<file path="config.mk">
export PLATFORM = sky130hd
export DESIGN_NAME = ppc_pin_change
export DESIGN_NICKNAME = d
export VERILOG_FILES = /design/src/ppc_pkg.sv /design/src/ppc_pin_change.sv
export SDC_FILE = /design/constraint.sdc
export NUM_CORES = 1
export LEC_CHECK = 0
export BUFFER_PORTS_ARGS = -buffer_cell sky130_fd_sc_hd__buf_2
export CAP_MARGIN = 25
export CORE_UTILIZATION = 35
export DETAILED_ROUTE_END_ITERATION = 10
export PLACE_DENSITY_LB_ADDON = 0.2
export SLEW_MARGIN = 40
export SYNTH_ARGS = -nofsm -noshare
export SYNTH_HDL_FRONTEND = slang
export SYNTH_SLANG_ARGS = --single-unit
</file>
<file path="constraint.sdc">
create_clock -name hclk -period 4 [get_ports hclk]
set_input_delay 0.6 -clock hclk [delete_from_list [all_inputs] [get_ports hclk]]
set_output_delay 0.6 -clock hclk [all_outputs]
set_load 0.02 [all_outputs]
</file>
<file path="src/ppc_pkg.sv">
package ppc_pkg;

    // ==========================================================
    // widths
    localparam int unsigned PPC_PINS     = 8;
    localparam int unsigned PPC_AW       = 8;

    // ==========================================================
    // register byte offsets
    localparam logic [7:0] PPC_OFF_RISE  = 8'h00;
    localparam logic [7:0] PPC_OFF_FALL  = 8'h04;
    localparam logic [7:0] PPC_OFF_FLAG  = 8'h08;
    localparam logic [7:0] PPC_OFF_STAT  = 8'h0c;
    localparam logic [7:0] PPC_OFF_MASK  = 8'h10;

    // ==========================================================
    // status bit positions and reset values
    localparam int unsigned PPC_STAT_SUM = 0;
    localparam int unsigned PPC_STAT_W   = 1;
    localparam logic [7:0] PPC_RST_BYTE  = 8'h00;

    // ==========================================================
    // ahb encodings
    localparam logic [1:0] PPC_HTRANS_NONSEQ = 2'h2;
    localparam logic [1:0] PPC_HTRANS_SEQ    = 2'h3;
    localparam logic       PPC_HRESP_OKAY    = 1'h0;

    typedef struct packed {
        logic       sel;
        logic       write;
        logic [7:0] addr;
    } ppc_req_s;

endpackage : ppc_pkg

</file>
<file path="src/ppc_pin_change.sv">
// Behaviour
// [RULE1] eight rising-edge enable bits, one per pin, arm low-to-high detection
// [RULE2] eight falling-edge enable bits, one per pin, arm high-to-low detection
// [RULE3] enabled rising edge on a pin sets that pin's change flag
// [RULE4] enabled falling edge on a pin sets that pin's change flag
// [RULE5] any enabled edge raises the summary change flag too
// [RULE6] enable bit at zero means that polarity never sets the flag
// [RULE7] flags read/write; writing zero clears, hardware set wins same cycle
// [RULE8] all enable and flag bits reset to zero on any reset
// [RULE9] software clears flags before enabling the interrupt; when the testbench re-enables it, it writes MASK before clearing STAT
// [RULE10] pins synchronised; edges found by comparing current and previous sample
// [RULE11] summary flag is OR of all pin flags, clears when all clear
module ppc_pin_change
    import ppc_pkg::*;
#(
    parameter int unsigned PINS = ppc_pkg::PPC_PINS
)(
    // clock and reset
    input  wire logic              hclk,
    input  wire logic              hresetn,
    // ahb-lite slave
    input  wire logic              hsel,
    input  wire logic [31:0]       haddr,
    input  wire logic [1:0]        htrans,
    input  wire logic              hwrite,
    input  wire logic [2:0]        hsize,
    input  wire logic [31:0]       hwdata,
    input  wire logic              hready,
    output logic      [31:0]       hrdata,
    output logic                   hreadyout,
    output logic                   hresp,
    // port pins and event outputs
    input  wire logic [PINS-1:0]   port_pin,
    output logic                   change_summary_flag,
    output logic                   irq
);
    import ppc_pkg::*;

    // ==========================================================
    // state
    ppc_req_s          req_reg;
    logic [PINS-1:0]   rising_edge_enable_reg;
    logic [PINS-1:0]   falling_edge_enable_reg;
    logic [PINS-1:0]   pin_change_flag_reg;
    logic [PINS-1:0]   rise_seen;
    logic [PINS-1:0]   fall_seen;
    logic [PINS-1:0]   pin_set;
    logic [PINS-1:0]   pin_flag_next;
    logic [PPC_STAT_W-1:0] stat_reg;
    logic [PPC_STAT_W-1:0] mask_reg;
    logic [31:0]       hrdata_reg;

    // ==========================================================
    // address phase capture
    wire logic        addr_ok  = hsel & hready & htrans[1];
    ppc_req_s         req_next;
    assign req_next = '{sel: addr_ok, write: hwrite, addr: haddr[7:0]};

    function automatic logic hit(input ppc_req_s r, input logic [7:0] off);
        return r.sel & r.write & (r.addr == off);
    endfunction

    wire logic wr_rise = hit(req_reg, PPC_OFF_RISE);
    wire logic wr_fall = hit(req_reg, PPC_OFF_FALL);
    wire logic wr_flag = hit(req_reg, PPC_OFF_FLAG);
    wire logic wr_stat = hit(req_reg, PPC_OFF_STAT);
    wire logic wr_mask = hit(req_reg, PPC_OFF_MASK);

    // ==========================================================
    // per-pin edge detection, enables and change flags
    // one slice per pin, so PINS trims or widens the port without other edits
    genvar gi;
    generate
        for (gi = 0; gi < PINS; gi++)
        begin : g_pin
            logic      sync1_reg;
            logic      sync2_reg;
            logic      prev_reg;
            logic      rise_en_reg;
            logic      fall_en_reg;
            logic      flag_reg;
            wire logic rise_hit;
            wire logic fall_hit;
            wire logic clr_req;
            wire logic flag_next;

            // two stages against metastability; prev follows the second stage,
            // so the first stage feeds nothing else
            always_ff @(posedge hclk or negedge hresetn)
            begin
                if (!hresetn)
                begin
                    sync1_reg <= 1'b0;
                    sync2_reg <= 1'b0;
                    prev_reg  <= 1'b0;
                end
                else
                begin
                    sync1_reg <= port_pin[gi];                          // [RULE10]
                    sync2_reg <= sync1_reg;                             // [RULE10]
                    prev_reg  <= sync2_reg;                             // [RULE10]
                end
            end

            always_ff @(posedge hclk or negedge hresetn)
            begin
                if (!hresetn)
                begin
                    rise_en_reg <= 1'b0;                                // [RULE8]
                    fall_en_reg <= 1'b0;                                // [RULE8]
                end
                else
                begin
                    if (wr_rise)
                        rise_en_reg <= hwdata[gi];                      // [RULE1]
                    if (wr_fall)
                        fall_en_reg <= hwdata[gi];                      // [RULE2]
                end
            end

            // a pin held high at reset release looks like a rising edge two
            // cycles later; it is dropped unless a write issued in the first cycle after release has set an enable by then
            assign rise_seen[gi] = sync2_reg & ~prev_reg;               // [RULE10]
            assign fall_seen[gi] = ~sync2_reg & prev_reg;               // [RULE10]
            assign rise_hit      = rise_seen[gi] & rise_en_reg;         // [RULE3] [RULE6]
            assign fall_hit      = fall_seen[gi] & fall_en_reg;         // [RULE4] [RULE6]
            assign pin_set[gi]   = rise_hit | fall_hit;                 // [RULE3] [RULE4]

            // writing a zero clears the bit, a one leaves it; a new edge in the
            // same cycle wins so that no event is lost to a late clear
            assign clr_req   = wr_flag & ~hwdata[gi];
            assign flag_next = (flag_reg & ~clr_req) | pin_set[gi];     // [RULE7]

            always_ff @(posedge hclk or negedge hresetn)
            begin
                if (!hresetn)
                    flag_reg <= 1'b0;                                   // [RULE8]
                else
                    flag_reg <= flag_next;                              // [RULE7]
            end

            assign rising_edge_enable_reg[gi]  = rise_en_reg;
            assign falling_edge_enable_reg[gi] = fall_en_reg;
            assign pin_change_flag_reg[gi]     = flag_reg;
            assign pin_flag_next[gi]           = flag_next;
        end
    endgenerate

    // ==========================================================
    // summary flag and sticky status
    assign change_summary_flag = |pin_change_flag_reg;                  // [RULE5] [RULE11]

    // status bit: sticky any-edge event, write-one-to-clear, set wins
    wire logic [PPC_STAT_W-1:0] stat_set  = PPC_STAT_W'(|pin_set);
    wire logic [PPC_STAT_W-1:0] stat_clr  = wr_stat ? hwdata[PPC_STAT_W-1:0] : '0;
    wire logic [PPC_STAT_W-1:0] stat_next = (stat_reg & ~stat_clr) | stat_set; // [RULE5]

    // ==========================================================
    // read decode and select for the next data phase
    // a write still in its data phase lands at this edge; a read whose
    // address phase meets it must already see the new value
    wire logic [PINS-1:0]       rise_view = wr_rise ? hwdata[PINS-1:0] : rising_edge_enable_reg;
    wire logic [PINS-1:0]       fall_view = wr_fall ? hwdata[PINS-1:0] : falling_edge_enable_reg;
    wire logic [PINS-1:0]       flag_view = pin_flag_next;
    wire logic [PPC_STAT_W-1:0] stat_view = stat_next;
    wire logic [PPC_STAT_W-1:0] mask_view = wr_mask ? hwdata[PPC_STAT_W-1:0] : mask_reg;

    wire logic [7:0] ra      = haddr[7:0];
    wire logic       rd_req  = addr_ok & ~hwrite;
    wire logic       rd_rise = rd_req & (ra == PPC_OFF_RISE);
    wire logic       rd_fall = rd_req & (ra == PPC_OFF_FALL);
    wire logic       rd_flag = rd_req & (ra == PPC_OFF_FLAG);
    wire logic       rd_stat = rd_req & (ra == PPC_OFF_STAT);
    wire logic       rd_mask = rd_req & (ra == PPC_OFF_MASK);

    // unmapped offsets match no select and read as zero
    wire logic [31:0] rd_next = ({32{rd_rise}} & 32'(rise_view))
                              | ({32{rd_fall}} & 32'(fall_view))
                              | ({32{rd_flag}} & 32'(flag_view))
                              | ({32{rd_stat}} & 32'(stat_view))
                              | ({32{rd_mask}} & 32'(mask_view));

    // ==========================================================
    // registers
    always_ff @(posedge hclk or negedge hresetn)
    begin
        if (!hresetn)
            stat_reg <= '0;                                             // [RULE8]
        else
            stat_reg <= stat_next;                                      // [RULE5]
    end

    always_ff @(posedge hclk or negedge hresetn)
    begin
        if (!hresetn)
            mask_reg <= '0;
        else if (wr_mask)
            mask_reg <= hwdata[PPC_STAT_W-1:0];
    end

    // the master moves on after the address phase; the data phase uses this copy
    always_ff @(posedge hclk or negedge hresetn)
    begin
        if (!hresetn)
            req_reg <= '0;
        else
            req_reg <= req_next;
    end

    always_ff @(posedge hclk or negedge hresetn)
    begin
        if (!hresetn)
            hrdata_reg <= 32'h0000_0000;
        else
            hrdata_reg <= rd_next;
    end

    // zero wait states: every transfer finishes in its first data-phase cycle
    assign hrdata    = hrdata_reg;
    assign hreadyout = 1'b1;
    assign hresp     = PPC_HRESP_OKAY;
    assign irq       = |(stat_reg & mask_reg);

endmodule // ppc_pin_change

</file>
==> flow_summary.toml, run 1 <==
[place]
io_buffers = 39
placement.cell_area_um2 = 3030
gp_congestion = 0.732
numPlacedInstances = 364
detailed_place_hpwl_mm = 3.63
pre_cts_ws_ps = 1370

[synthesis]
synth_top_area_share_pct = 59.8
synth_sequential_area_ratio_pct = 59.8
ys.flop_type = "sky130_fd_sc_hd__dfrtp_1"
syn-mean-instance-area_um2 = 12.3
yosys.area.top_type = "sky130_fd_sc_hd__dfrtp_1"
most_instantiated_cells_after_synthesis = "sky130_fd_sc_hd__dfrtp_1, sky130_fd_sc_hd__buf_4, sky130_fd_sc_hd__o21ai_0"
synth_enable_flop_cells = 0
netlist_area_pre_place_um2 = 2840
synth.distinct_cells = 35
synth_warnings = 0
postSynthCellCount = 231
synth.ff_latch_count = 68
synth_area_leaders = "sky130_fd_sc_hd__dfrtp_1, sky130_fd_sc_hd__buf_4, sky130_fd_sc_hd__mux2_1"
post-synth-top-count-cell = "sky130_fd_sc_hd__dfrtp_1"
async_reset_ff_share_pct = 100

[clocking]
worst_skew_pair.late_latency_ps = 340
clock-sinks = 68
htree_num_levels = 3
post_cts.resized_instances = 0
ctsRootBufferMaster = "sky130_fd_sc_hd__clkbuf_8"
numCtsBuffers = 9
tritoncts = "yes"
cts.reportedPaths.clkPinSlew_ps = 70
number_of_buffers_inserted_by_post_cts_setup_repair = 0
cts.path.max_buffers = 2
cts-hold-fix-buffers = 0

[status]
run_status = "finished, final reports clean"

[die]
floorplan.io_pins = 118
die_x_um = 92.1
die-height_um = 92.1
die-area_um2 = 8490
initial_utilization_pct = 36.4
core_region_um2 = 7810
cell_row_count = 32

[layout]
finalInstanceArea_um2 = 3240
fillers = 747
instances_no_fill = 380
multi_input_comb_area_um2 = 967
insertedDiodeCount = 0
area_growth_syn_to_layout_pct = 14.0
layout.nets = 355
post_route_cells_drive_above_1_share_pct = 22.7
largest_register_ffs = 10
ff_latch_area_um2 = 1700

[timing]
worst_clock_skew_ps = 5.59
timing_hold_violations_final = 0
post-route-worst-setup-slack_ps = 1380
timing.final.max_slew_violations = 0
grt_setup_unrepaired = "false"
slew_headroom_pct = 51.7
least_margin_pin_slew_ps = 725
period_needed_ps = 2620
setup_viol = 0
max_freq_ghz = 0.382
post-route-period-util_pct = 65.5
tns_ps = 0

[power_and_ir_drop]
vdd_ir_drop_max_v = 0.000178
totalPowerFinal_w = 0.00143
power_density_nw_per_um2 = 442
total_leakage_power_nw = 1.45

[critical_path]
crit_required_ps = 4210
end_kind = "flop"
path_buf_inv = 0
worstSetupStartpoint = "req_reg[4]$_DFF_PN0_"
worst_r2r_endpoint = "hrdata[1]$_DFF_PN0_"
critical_path.startpoint_type = "flop"
reg2reg_setup_slack_ps = 1380
reg2reg_path_depth = 5
worst-path-max-fanout = 15
timing.critical_path.depth = 5
critical_path.top_delay_family = "simple AND/OR/NAND/NOR gates"
r2r-start = "req_reg[4]$_DFF_PN0_"
ordered_cell_list_for_the_critical_path = "or4_4, or4_1, mux2_2, o21ai_1, o2bb2ai_1"
worst_path_largest_cell_delay_ps = 780
crit_slowest_cell = "sky130_fd_sc_hd__or4_1"
timing_worst_setup_path_type = "reg -> reg"
timing.critical_path.arrival_ps = 2830

[drt]
drt-initial-drc-count = 53
routed_via_density = 4.63
route.layer.met1.wl_mm = 2.47
route.vias.total = 1758
drcViolationCount = 0
drt.antenna.violating_nets = 0
highest-signal-layer = "met4"
post_drt_wl_per_cell_um = 13.9
met2WireLength_mm = 2.51
route.final.wire_length_mm = 5.29
firstDrtPassIters = 4
routed-wl-met3_um = 165

[grt]
grt_use_total_pct = 13.8
grt_max_degree = 42
grt_pass1_wl_mm = 8.60
total_gr_overflow = 0
first_global_vias = 1718
grt_antenna_before_repair = 0

[flow_run]
max_cap_viol_count = 0

[hold_path]
worst_hold_class = "in -> async"
## how the worst max path moves through the flow
stage | slack (ps) | end
after floorplan | 1890 | hrdata[0]$_DFF_PN0_
after global placement | 1370 | hrdata[1]$_DFF_PN0_
after detailed placement | 1370 | hrdata[1]$_DFF_PN0_
after CTS | 1350 | hrdata[3]$_DFF_PN0_
after global routing | 1270 | hrdata[3]$_DFF_PN0_
final | 1380 | hrdata[1]$_DFF_PN0_
## cell type report
type / count / area share, %
clock buffer: 10 / 3.94
clock inverter: 6 / 2.74
inverter: 7 / 0.810
multi-input combinational: 147 / 29.8
sequential: 68 / 52.5
tap: 102 / 3.94
timing repair buffer: 40 / 6.25
## per-stage QoR
stage	hold slack, ps	util (%)
after floorplan	304	-
after global placement	333	38.8
after detailed placement	335	38.8
after CTS	290	41.5
after global routing	313	41.5
final	273	41.5
## routing by layer
| layer | vias up | global-route usage [%] |
|---|---|---|
| met4 | 0 | 8.59 |
| met3 | 13 | 3.15 |
| li1 | 848 | - |
| met2 | 47 | 21.6 |
| met5 | - | 0 |
| met1 | 850 | 17.3 |
## power breakdown
group | switching [W] | internal (W) | total (W) | leakage [nW]
registers | 0.0000150 | 0.000713 | 0.000728 | 0.787
logic | 0.0000633 | 0.0000341 | 0.0000975 | 0.556
clock network | 0.000257 | 0.000351 | 0.000608 | 0.102
total | 0.000335 | 0.00110 | 0.00143 | 1.45
## kinds of logic after synthesis
group,share of synthesized area (%)
and+or+nand+nor,11.7
AOI/OAI and AO/OA,9.15
DFF,59.8
muxes,9.68
buffers and inverters,9.33
other,0.264
## cell usage in the layout (no fill, tap or decap), types with 2 or more instances in the layout
master,synthesis,final
sky130_fd_sc_hd__a32oi_1,6,6
sky130_fd_sc_hd__nand3b_1,8,8
sky130_fd_sc_hd__o2bb2ai_1,7,7
sky130_fd_sc_hd__clkbuf_8,0,9
sky130_fd_sc_hd__nand3_1,2,2
sky130_fd_sc_hd__nand2b_1,9,9
sky130_fd_sc_hd__mux2_1,13,13
sky130_fd_sc_hd__mux2_4,3,3
sky130_fd_sc_hd__bufinv_16,0,2
sky130_fd_sc_hd__conb_1,2,26
sky130_fd_sc_hd__nor2_1,9,9
sky130_fd_sc_hd__mux2_2,3,3
sky130_fd_sc_hd__nand2_1,12,12
sky130_fd_sc_hd__nor3_1,2,2
sky130_fd_sc_hd__inv_1,7,7
sky130_fd_sc_hd__or3_1,2,2
sky130_fd_sc_hd__dfrtp_1,68,68
sky130_fd_sc_hd__o21ai_1,6,6
sky130_fd_sc_hd__clkinvlp_4,0,2
sky130_fd_sc_hd__or4_1,5,5
sky130_fd_sc_hd__o21ai_0,15,15
sky130_fd_sc_hd__buf_2,2,39
sky130_fd_sc_hd__mux2i_1,5,5
sky130_fd_sc_hd__nor4_1,3,3
Note: power is estimated with default switching activity, not from simulation.
==> inputs of run 2 (changes only) <==
==> constraint.sdc (replaced) <==
create_clock -name hclk -period 2.15 [get_ports hclk]
set_input_delay 0.3225 -clock hclk [delete_from_list [all_inputs] [get_ports hclk]]
set_output_delay 0.3225 -clock hclk [all_outputs]
set_load 0.02 [all_outputs]
==> flow_summary.toml, run 2 (synthesis results as in run 1) <==
[drt]
firstDrtPassIters = 4
drt.antenna.violating_nets = 0
routed_via_density = 4.58
post_drt_wl_per_cell_um = 13.4
drcViolationCount = 0
route.vias.total = 1797
drt-initial-drc-count = 84
route.final.wire_length_mm = 5.27

[layout]
largest_register_ffs = 10
layout_common_cells = "sky130_fd_sc_hd__dfrtp_1, sky130_fd_sc_hd__buf_2, sky130_fd_sc_hd__conb_1"
area_growth_syn_to_layout_pct = 19.6
post_route_cells_drive_above_1_share_pct = 28.6
final_common_cell = "sky130_fd_sc_hd__dfrtp_1"
fillers = 746
layout.nets = 367
insertedDiodeCount = 0

[power_and_ir_drop]
power.clock.fraction_pct = 41.4
vdd_ir_drop_max_v = 0.000323
intPower_w = 0.00203
switching_pwr_w = 0.000615
power_frac_seq_pct = 51.1
total_leakage_power_nw = 1.53
power_frac_comb_pct = 7.5
totalPowerFinal_w = 0.00265
power_density_nw_per_um2 = 779
switching_share_pct = 23.2

[grt]
first_global_vias = 1805
grt_pass1_wl_mm = 8.87
grt_antenna_before_repair = 0
grt_use_total_pct = 13.8
grt_max_degree = 27
total_gr_overflow = 0

[status]
failed_checks = "setup timing"
run_status = "finished with violations"

[hold_path]
hold_path_depth = 1
worst_hold_class = "in -> reg"

[timing]
post-route-period-util_pct = 101
worst_clock_skew_ps = 6.45
grt_setup_unrepaired = "true"
post-route-worst-setup-slack_ps = -11.8
period_needed_ps = 2160
tns_ps = -12.6
max_freq_ghz = 0.463
hold_ws_ps = 83.4
timing_hold_violations_final = 0
setup_viol = 2
timing.final.max_slew_violations = 0

[clocking]
worst_skew_pair.late_latency_ps = 340
ctsRootBufferMaster = "sky130_fd_sc_hd__clkbuf_8"
tritoncts = "yes"
cts.reportedPaths.clkPinSlew_ps = 70
htree_num_levels = 3
clock-sinks = 68
cts.path.max_buffers = 2
numCtsBuffers = 9

[die]
die-height_um = 92.1
die_x_um = 92.1
initial_utilization_pct = 36.4
core_region_um2 = 7810
cell_row_count = 32
die-area_um2 = 8490
floorplan.io_pins = 118

[critical_path]
end_kind = "flop"
timing.critical_path.arrival_ps = 2370
reg2reg_path_depth = 5
timing_worst_setup_path_type = "reg -> reg"
crit_required_ps = 2360
worst-path-max-fanout = 6
critical_path.startpoint_type = "flop"

[place]
gp_congestion = 0.807
detailed_place_hpwl_mm = 3.76
io_buffers = 39

[flow_run]
max_cap_viol_count = 0
-- run 2: cell count changes in the layout (fill, tap and decap cells not counted), sizes merged --
cell / previous run / this run
dlygate4sd3: 0 / 1
bufinv: 2 / 1
clkbuf: 10 / 13
clkinvlp: 2 / 0
buf: 40 / 51
-- run 2: power groups by stage --
stage	Clock, W	Sequential [W]	Combinational (W)
after floorplan	0	0.00137	0.000144
after global routing	0.00119	0.00136	0.000224
after detailed placement	0	0.00138	0.000192
after CTS	0.00113	0.00135	0.000198
after global placement	0	0.00138	0.000191
final	0.00110	0.00135	0.000199
-- run 2: final timing paths --
kind | start | endpoint | slack [ps]
worst max-delay path | req_reg[4]$_DFF_PN0_ | hrdata[1]$_DFF_PN0_ | -10
worst min-delay path | port_pin[1] | g_pin[1].sync1_reg$_DFF_PN0_ | 80
worst max register to register | req_reg[4]$_DFF_PN0_ | hrdata[1]$_DFF_PN0_ | -10
worst min register to register | g_pin[3].sync1_reg$_DFF_PN0_ | g_pin[3].sync2_reg$_DFF_PN0_ | 340
max in group asynchronous | hresetn | mask_reg$_DFF_PN0_ | 1170
min in group asynchronous | hresetn | g_pin[1].sync1_reg$_DFF_PN0_ | 450
-- run 2: stage by stage --
stage,area [um2],setup WS [ps],cells,util (%)
6_report,3400,-11.8,392,43.6
5_1_grt,3400,-80.9,392,43.6
4_1_cts,3370,-16.1,391,43.2
3_5_place_dp,3110,-146,374,39.9
3_3_place_gp,3110,-153,374,39.9
2_1_floorplan,2930,42.7,255,-
-- run 2: timing repair --
action,in CTS,in global routing
hold buffers,1,0
resized for setup,8,5
endpoints found under the setup margin,15,8
gates cloned,0,0
hold endpoints to repair,16,0
pin swaps,0,5
setup buffers,0,1
-- run 2: critical path: stages, from the launching register on --
cell and delay, ps:
sky130_fd_sc_hd__dfrtp_1 390, sky130_fd_sc_hd__or4_4 550, sky130_fd_sc_hd__or4_4 500, sky130_fd_sc_hd__mux2_4 340, sky130_fd_sc_hd__o21ai_2 160, sky130_fd_sc_hd__o2bb2ai_2 80
-- run 2: metal layers --
metal  vias to the layer above  global-route usage [%]  share of wire, %
met1                       865                    18.3                48
met4                         0                    7.42               2.3
li1                        874                       -                 -
met5                         -                       0                 0
met2                        45                    21.1                46
met3                        13                    2.90               3.3
-- run 2: final cells by class --
| cell class | count | area, um2 | area share (%) |
|---|---|---|---|
| multi-input combinational | 147 | 1020 | 29.9 |
| tap | 102 | 128 | 3.75 |
| inverter | 7 | 26.3 | 0.772 |
| clock buffer | 13 | 169 | 4.97 |
| sequential | 68 | 1700 | 50.0 |
| clock inverter | 3 | 43.8 | 1.29 |
| timing repair buffer | 52 | 315 | 9.27 |
